[src/odp_pkg.sv]
package odp_pkg;
    // ------------------------------------------------------------
    // register offsets, page one
    // ------------------------------------------------------------
    localparam logic [7:0] OFS_PAGE_SELECT  = 8'h00;
    localparam logic [7:0] OFS_RSVD_FIRST   = 8'h01;
    localparam logic [7:0] OFS_RSVD_LAST    = 8'h1D;
    localparam logic [7:0] OFS_ERR_CTRL     = 8'h1E;
    localparam logic [7:0] OFS_HP_CTRL      = 8'h1F;
    localparam logic [7:0] OFS_SPK_CTRL     = 8'h20;
    localparam logic [7:0] PAGE_ONE         = 8'h01;

    // ------------------------------------------------------------
    // reset values
    // ------------------------------------------------------------
    localparam logic [7:0] RST_PAGE_SELECT  = 8'h00;
    localparam logic [7:0] RST_ERR_CTRL     = 8'h00;
    localparam logic [7:0] RST_HP_CTRL      = 8'h04;
    localparam logic [7:0] RST_SPK_CTRL     = 8'h06;

    // ------------------------------------------------------------
    // field positions
    // ------------------------------------------------------------
    localparam int ERR_SPK_KEEP_BIT = 1;
    localparam int ERR_HP_KEEP_BIT  = 0;
    localparam int HP_POWER_BIT     = 7;
    localparam int HP_CM_MSB        = 4;
    localparam int HP_CM_LSB        = 3;
    localparam int HP_ACTION_BIT    = 1;
    localparam int HP_STATUS_BIT    = 0;
    localparam int SPK_POWER_BIT    = 7;
    localparam int SPK_STATUS_BIT   = 0;

    // ------------------------------------------------------------
    // common-mode levels in millivolts
    // ------------------------------------------------------------
    localparam logic [11:0] CM_MV_CODE0 = 12'h0546; // 1350
    localparam logic [11:0] CM_MV_CODE1 = 12'h05DC; // 1500
    localparam logic [11:0] CM_MV_CODE2 = 12'h0672; // 1650
    localparam logic [11:0] CM_MV_CODE3 = 12'h0708; // 1800
endpackage : odp_pkg

[src/odp_regs.sv]
`timescale 1ns/1ps
module odp_regs (
    input  wire logic        CLK_SYS,
    input  wire logic        RST,
    input  wire logic        REG_WR,
    input  wire logic        REG_RD,
    input  wire logic [7:0]  REG_ADDR,
    input  wire logic [7:0]  REG_WDATA,
    input  wire logic        HP_SHORT_IN,
    input  wire logic        SPK_SHORT_IN,
    output logic      [7:0]  REG_RDATA,
    output logic      [7:0]  PAGE_SEL,
    output logic             HP_DRIVER_EN,
    output logic             HP_CURRENT_LIMIT,
    output logic      [1:0]  HP_CM_SEL,
    output logic      [11:0] HP_CM_MV,
    output logic             SPK_DRIVER_EN
);

    // ------------------------------------------------------------
    // synchronisers
    // ------------------------------------------------------------
    logic [1:0] hp_sync_reg;
    logic [1:0] spk_sync_reg;
    logic       hp_short;
    logic       spk_short;

    always_ff @(posedge CLK_SYS) begin
        if (RST) begin
            hp_sync_reg  <= 2'h0;
            spk_sync_reg <= 2'h0;
        end else begin
            hp_sync_reg  <= {hp_sync_reg[0], HP_SHORT_IN};
            spk_sync_reg <= {spk_sync_reg[0], SPK_SHORT_IN};
        end
    end

    assign hp_short  = hp_sync_reg[1];
    assign spk_short = spk_sync_reg[1];

    // ------------------------------------------------------------
    // address decode
    // ------------------------------------------------------------
    logic [7:0] page_reg;
    logic [7:0] err_reg;
    logic [7:0] hp_reg;
    logic [7:0] spk_reg;
    logic       on_page_one;
    logic       wr_page;
    logic       wr_err;
    logic       wr_hp;
    logic       wr_spk;

    assign on_page_one = (page_reg == odp_pkg::PAGE_ONE);
    assign wr_page = REG_WR && (REG_ADDR == odp_pkg::OFS_PAGE_SELECT);
    assign wr_err  = REG_WR && on_page_one
                     && (REG_ADDR == odp_pkg::OFS_ERR_CTRL);
    assign wr_hp   = REG_WR && on_page_one
                     && (REG_ADDR == odp_pkg::OFS_HP_CTRL);
    assign wr_spk  = REG_WR && on_page_one
                     && (REG_ADDR == odp_pkg::OFS_SPK_CTRL);

    // ------------------------------------------------------------
    // short-circuit actions
    // ------------------------------------------------------------
    logic hp_action_pd;
    logic hp_clear;
    logic spk_clear;
    logic hp_powered;
    logic [7:0] hp_next;
    logic [7:0] spk_next;

    assign hp_action_pd = hp_reg[odp_pkg::HP_ACTION_BIT];
    assign hp_clear  = hp_short && hp_action_pd
                       && !err_reg[odp_pkg::ERR_HP_KEEP_BIT];
    assign spk_clear = spk_short && !err_reg[odp_pkg::ERR_SPK_KEEP_BIT];

    // protective clear wins over a same-cycle host write
    always_comb begin
        hp_next = wr_hp ? REG_WDATA : hp_reg;
        hp_next[odp_pkg::HP_STATUS_BIT] = 1'b0;
        if (hp_clear) begin
            hp_next[odp_pkg::HP_POWER_BIT] = 1'b0;
        end
        spk_next = wr_spk ? REG_WDATA : spk_reg;
        spk_next[odp_pkg::SPK_STATUS_BIT] = 1'b0;
        if (spk_clear) begin
            spk_next[odp_pkg::SPK_POWER_BIT] = 1'b0;
        end
    end

    // ------------------------------------------------------------
    // registers
    // ------------------------------------------------------------
    always_ff @(posedge CLK_SYS) begin
        if (RST) begin
            page_reg <= odp_pkg::RST_PAGE_SELECT;
            err_reg  <= odp_pkg::RST_ERR_CTRL;
            hp_reg   <= odp_pkg::RST_HP_CTRL;
            spk_reg  <= odp_pkg::RST_SPK_CTRL;
        end else begin
            if (wr_page) begin
                page_reg <= REG_WDATA;
            end
            if (wr_err) begin
                err_reg <= REG_WDATA;
            end
            hp_reg  <= hp_next;
            spk_reg <= spk_next;
        end
    end

    // ------------------------------------------------------------
    // read mux
    // ------------------------------------------------------------
    logic [7:0] rd_mux;
    logic [7:0] hp_view;
    logic [7:0] spk_view;

    assign hp_view  = {hp_reg[7:1], hp_short};
    assign spk_view = {spk_reg[7:1], spk_short};

    always_comb begin
        rd_mux = 8'h00;
        if (REG_ADDR == odp_pkg::OFS_PAGE_SELECT) begin
            rd_mux = page_reg;
        end else if (on_page_one) begin
            case (REG_ADDR)
                odp_pkg::OFS_ERR_CTRL: rd_mux = err_reg;
                odp_pkg::OFS_HP_CTRL:  rd_mux = hp_view;
                odp_pkg::OFS_SPK_CTRL: rd_mux = spk_view;
                default:               rd_mux = 8'h00;
            endcase
        end
    end

    // ------------------------------------------------------------
    // outputs
    // ------------------------------------------------------------
    logic        hp_en_next;
    logic        hp_lim_next;
    logic [11:0] cm_mv_next;
    logic [1:0]  cm_code;

    assign hp_powered = hp_reg[odp_pkg::HP_POWER_BIT];
    assign hp_en_next  = hp_powered && !(hp_short && hp_action_pd);
    assign hp_lim_next = hp_powered && hp_short && !hp_action_pd;
    assign cm_code = hp_reg[odp_pkg::HP_CM_MSB:odp_pkg::HP_CM_LSB];

    always_comb begin
        case (cm_code)
            2'h0:    cm_mv_next = odp_pkg::CM_MV_CODE0;
            2'h1:    cm_mv_next = odp_pkg::CM_MV_CODE1;
            2'h2:    cm_mv_next = odp_pkg::CM_MV_CODE2;
            default: cm_mv_next = odp_pkg::CM_MV_CODE3;
        endcase
    end

    always_ff @(posedge CLK_SYS) begin
        if (RST) begin
            REG_RDATA        <= 8'h00;
            PAGE_SEL         <= odp_pkg::RST_PAGE_SELECT;
            HP_DRIVER_EN     <= 1'b0;
            HP_CURRENT_LIMIT <= 1'b0;
            HP_CM_SEL        <= 2'h0;
            HP_CM_MV         <= odp_pkg::CM_MV_CODE0;
            SPK_DRIVER_EN    <= 1'b0;
        end else begin
            if (REG_RD) begin
                REG_RDATA <= rd_mux;
            end
            PAGE_SEL         <= page_reg;
            HP_DRIVER_EN     <= hp_en_next;
            HP_CURRENT_LIMIT <= hp_lim_next;
            HP_CM_SEL        <= cm_code;
            HP_CM_MV         <= cm_mv_next;
            SPK_DRIVER_EN    <= spk_reg[odp_pkg::SPK_POWER_BIT];
        end
    end
endmodule : odp_regs

[config.mk]
export PLATFORM = sky130hd
export DESIGN_NAME = odp_regs
export DESIGN_NICKNAME = d
export VERILOG_FILES = /design/src/odp_pkg.sv /design/src/odp_regs.sv
export SDC_FILE = /design/constraint.sdc
export NUM_CORES = 1
export LEC_CHECK = 0
export ABC_CLOCK_PERIOD_IN_PS = 5290
export BUFFER_PORTS_ARGS = -buffer_cell sky130_fd_sc_hd__clkbuf_2
export CAP_MARGIN = 20
export CORE_MARGIN = 3
export CORE_UTILIZATION = 30
export CTS_CLUSTER_DIAMETER = 40
export CTS_CLUSTER_SIZE = 8
export DETAILED_ROUTE_END_ITERATION = 8
export PLACE_DENSITY = 0.53
export SLEW_MARGIN = 30
export SYNTH_ARGS = -nofsm -noshare
export SYNTH_HDL_FRONTEND = slang
export SYNTH_SLANG_ARGS = --single-unit
export TNS_END_PERCENT = 10
[constraint.sdc]
create_clock -name CLK_SYS -period 5.29 [get_ports CLK_SYS]
set_clock_uncertainty 0.1 [all_clocks]
set_input_delay 0.529 -clock CLK_SYS [delete_from_list [all_inputs] [get_ports CLK_SYS]]
set_output_delay 0.529 -clock CLK_SYS [all_outputs]
set_load 0.05 [all_outputs]
### Word level (Yosys, flattened, before mapping)

Cells that the tools add are included.
Widths: inputs -> output; s select.

| storage, ports and cells | value |
|---|---|
| register bits after elaboration | 67 |
| latch bits | 0 |
| bits in writable memories | 0 |
| memory bits (read-only) | 0 |
| bits of input ports | 22 |
| memories | 0 |

| cells by class | value |
|---|---|
| add/subtract/negate cells | 0 |
| $mul | 0 |
| divide/modulo/power cells | 0 |
| $lt $le $gt $ge | 0 |
| eq/ne operators | 6 |
| shift operators | 0 |
| mux-type cells | 4 |
| bitwise gates (word level) | 0 |
| reduce and logical (&&, ||, !) cells | 19 |

Operator list:

| operator | number |
|---|---|
| $pmux 10 s3 | 1 |
| $pmux 8 s3 | 1 |
| $eq 8x5->1 const B | 2 |
| $mux 8 | 2 |
| $logic_and 1x1->1 | 11 |
| $eq 8x1->1 const B | 1 |
| $eq 8x6->1 const B | 1 |
| $logic_not 8->1 | 1 |
| $logic_not 1->1 | 4 |
| $reduce_or 2->1 | 2 |
| $eq 2x1->1 const B | 1 |
| $eq 2x2->1 const B | 1 |
| $logic_not 2->1 | 1 |

### Depth between registers and ports, before layout

| depth | value |
|---|---|
| depth in word-level cells | 4 |
| depth in mapped cells | 6 |
| gate-level depth less buffers | 4 |

### Worst setup path after synthesis

No wires, ideal clock.

| timing | value |
|---|---|
| path type | input port to flip-flop |
| start | input REG_ADDR[0] |
| end | register spk_reg[1] |
| setup time | 122 ps |
| data arrival time | 1871 ps |
| slack | 3197 ps |
| stages | 5 |
| cells stage by stage | buf_6 or4_4 nor4b_4 nand4_4 mux2i_1 |

| on the way | value |
|---|---|
| word-level cells in the longest chain between the ends | 2 |

RTL lines:

| element | RTL line | RTL |
|---|---|---|
| from (decl) | odp_regs.sv:7 | `input wire logic [7:0] REG_ADDR,` |
| $eq 8x6->1 | odp_regs.sv:61 | `&& (REG_ADDR == odp_pkg::OFS_SPK_CTRL);` |
| $logic_and 1x1->1 | odp_regs.sv:61 |  |
| to (signal assigned) | odp_regs.sv:100 | `spk_reg <= odp_pkg::RST_SPK_CTRL;` |
| to (signal assigned) | odp_regs.sv:109 | `spk_reg <= spk_next;` |
| to (decl) | odp_regs.sv:47 | `logic [7:0] spk_reg;` |

Every way passes these cells.
A chain may end at the register's enable or synchronous reset.

### Worst setup path after layout

| timing | value |
|---|---|
| start | register page_reg[7] |
| end | register hp_reg[2] |

| on the way | value |
|---|---|
| word-level cells in the longest chain between the ends | 3 |

RTL lines:

| element | RTL line | RTL |
|---|---|---|
| from (decl) | odp_regs.sv:44 | `logic [7:0] page_reg;` |
| from (signal assigned) | odp_regs.sv:97 | `page_reg <= odp_pkg::RST_PAGE_SELECT;` |
| $eq 8x1->1 | odp_regs.sv:54 | `assign on_page_one = (page_reg == odp_pkg::PAGE_ONE);` |
| $logic_and 1x1->1 | odp_regs.sv:58 | `assign wr_hp = REG_WR && on_page_one` |
| $logic_and 1x1->1 | odp_regs.sv:59 | `&& (REG_ADDR == odp_pkg::OFS_HP_CTRL);` |
| to (signal assigned) | odp_regs.sv:99 | `hp_reg <= odp_pkg::RST_HP_CTRL;` |
| to (signal assigned) | odp_regs.sv:108 | `hp_reg <= hp_next;` |
| to (decl) | odp_regs.sv:46 | `logic [7:0] hp_reg;` |

Every way passes these cells.

==> impl_metrics.json <==
{
  "status": "finished clean",
  "busiest_layer": "met2",
  "antennaDiodeCount": 0,
  "vias": 2140,
  "drive_above_1_share_pct": 23.9,
  "r2r-end": "hp_reg[2]",
  "maxSlewHeadroom_pct": 38.3,
  "drv_slew": 0,
  "synth_adder_area_share_pct": 2.30,
  "cts-resized-gates": 0,
  "cts-root-buf": "clkbuf_8",
  "startpoint_type": "flip-flop",
  "clk_latency_ns": 0.33,
  "largest_reg_flops": 9,
  "synth.distinct_cells": 40,
  "std_cell_rows": 34,
  "synth_simple_gate_area_share_pct": 25.8,
  "crit_path_max_incr_delay_ns": 0.68,
  "crit_start": "page_reg[7]",
  "setup.worst_path.end_class": "flip-flop",
  "crit_chain": "nor4b_2 > and2_0 > nand3_1 > a211o_1",
  "fin_setup_tns_ns": 0,
  "setup.worst_path.class": "reg -> reg",
  "synth_top_cell_by_area": "dfxtp_1",
  "slowest_stage": "and2_0",
  "tightest_slew_ns": 0.917,
  "p_leak_nw": 1.40,
  "cts_setup_buffers": 0,
  "min_period_ns": 2.50,
  "finalCritPeriodShare_pct": 47.3,
  "hold_viol_final": 0,
  "ys_async_sr_fraction_pct": 0,
  "grt_pass1_wl_mm": 10.8,
  "place_ws_ns": 2.72,
  "final_common_cell": "dfxtp_1",
  "track_usage_pct": 13.6,
  "num_io_pins": 55,
  "via_per_inst": 4.75,
  "arrival_ns": 2.63,
  "die_width_um": 101,
  "fillerInstances": 913,
  "cts_made_buffers": 9,
  "final_nets": 365,
  "layout_common_cells": "dfxtp_1, clkbuf_2, nor2_1, nand2_1, mux2i_1",
  "drt_iter0_markers": 139,
  "largest_register": "HP_CM_MV",
  "synth_compound_area_share_pct": 11.0,
  "yosysWarnings": 0,
  "fmax_mhz": 400,
  "cp.required_ns": 5.42,
  "path_clk_slew_ns": 0.07,
  "clockBufferDepth": 2,
  "h-tree-depth": 3,
  "grt_overflow": 0,
  "grt_setup_unrepaired": "false",
  "critPathMaxFanout": 14,
  "power.density_mw_per_mm2": 301,
  "syn2layout_area_growth_pct": 18.8,
  "yosysSeqAreaShare_pct": 47.0,
  "grt_max_degree": 67,
  "die_area_mm2": 0.0103,
  "synth_top_area_share_pct": 47.0,
  "grt_pass1_vias": 2099,
  "p_total_w": 0.000975,
  "synthMuxAreaShare_pct": 9.14,
  "synth_cells": 292,
  "cts_tree": "done",
  "antenna_found_initial": 0,
  "cts-hold-fix-buffers": 0,
  "min_to": "spk_sync_reg[0]",
  "grt_util_met3_pct": 4.20,
  "r2r-start": "page_reg[7]",
  "synth_edf_count": 0,
  "min_from": "SPK_SHORT_IN",
  "synth_top_family_by_area": "simple AND/OR/NAND/NOR gates",
  "drc": 0,
  "finalWirelength_mm": 6.56,
  "worstRegToRegCells": 4,
  "netlist_area_mm2": 0.00272,
  "dp_hpwl_mm": 4.70,
  "wl_per_cell_um": 14.5,
  "clock-sinks": 64,
  "grt_use_met1_pct": 18.5,
  "vdd_drop_max_v": 0.0000954,
  "setup_slack_ns": 2.79,
  "numPlacedInstances": 435,
  "synth_area_leaders": "dfxtp_1, mux2i_1, nor2_1, nand2b_1, nor2b_1",
  "setup_viol": 0,
  "synthFlopType": "dfxtp_1",
  "firstDrtPassIters": 4,
  "numPortBuffers": 51,
  "cap_violations": 0,
  "stdcell_count": 451,
  "fin_util_pct": 36.9,
  "reg2reg_slack_ns": 2.79,
  "core_region_area_mm2": 0.00876,
  "grt_use_met2_pct": 20.3,
  "die_h_um": 101,
  "place.gp.congestion": 0.781,
  "holdCritPathClass": "in -> reg",
  "synth-seq-cells": 64,
  "syn_area_per_cell_um2": 9.33,
  "hold_depth": 2,
  "synth_xor_area_share_pct": 0,
  "ant_nets": 0,
  "start_util_pct": 31.1
}
[cells by family (layout without fill, tap and decap cells)]
kind of cell,after synthesis,in the layout
other,2,3
buffers and inverters,27,77
AO/OA/AOI/OAI,47,47
flip-flops,64,64
multiplexers,24,24
AND/OR/NAND/NOR,123,123
adder cells (fa/ha/maj),5,5
[routing by layer]
metal,vias up,share of wire [%]
li1,1099,-
met1,979,49
met2,56,43
met3,6,6.0
met4,0,1.3
met5,-,0
[critical path, delay by kind of cell (launching register included)]
family           cells  cell delay (ns)
AND/OR/NAND/NOR      3             1.60
flip-flops           1             0.34
AO/OA/AOI/OAI        1             0.35
[worst max path at each step]
stage / to / slack (ns)
after floorplan: spk_reg[1] / 3.20
after global placement: page_reg[0] / 2.77
after detailed placement: page_reg[0] / 2.72
after CTS: hp_reg[2] / 2.84
after global routing: hp_reg[2] / 2.69
final: hp_reg[2] / 2.79
[final cells by class]
type,instances,area [µm²],area share [%]
repair buffers,52,263,8.12
clock buffers,13,159,4.91
clock inverters,3,40.0,1.24
inverters,9,33.8,1.04
well taps,108,135,4.17
flip-flops and latches,64,1280,39.6
multi-input cells,202,1330,40.9
[power breakdown]
group          switching [W]  internal (W)  leakage [nW]   total, W
clock               0.000178      0.000242         0.103   0.000420
sequential        0.00000238      0.000486         0.518   0.000489
combinational      0.0000474     0.0000192         0.780  0.0000665
[synth_stat cells (2+ instances only)]
cell and count:
a21oi_1 13, a22oi_1 8, and2_0 2, buf_4 3, clkbuf_1 12, conb_1 2
dfxtp_1 64, ha_1 5, inv_1 8, mux2_2 7, mux2i_1 17, nand2_1 22
nand2b_1 14, nand3_1 9, nand4_1 13, nor2_1 33, nor2b_1 14, nor4_2 3
o21ai_0 14, o2bb2ai_1 8, or3_1 2
[stage by stage]
step | hold slack, ns | cell area (µm²)
3_5_place_dp | 0.331 | 3040
3_3_place_gp | 0.328 | 3040
2_1_floorplan | 0.314 | 2730
5_1_grt | 0.295 | 3240
4_1_cts | 0.303 | 3240
6_report | 0.315 | 3240
(Power assumes the default switching activity.)
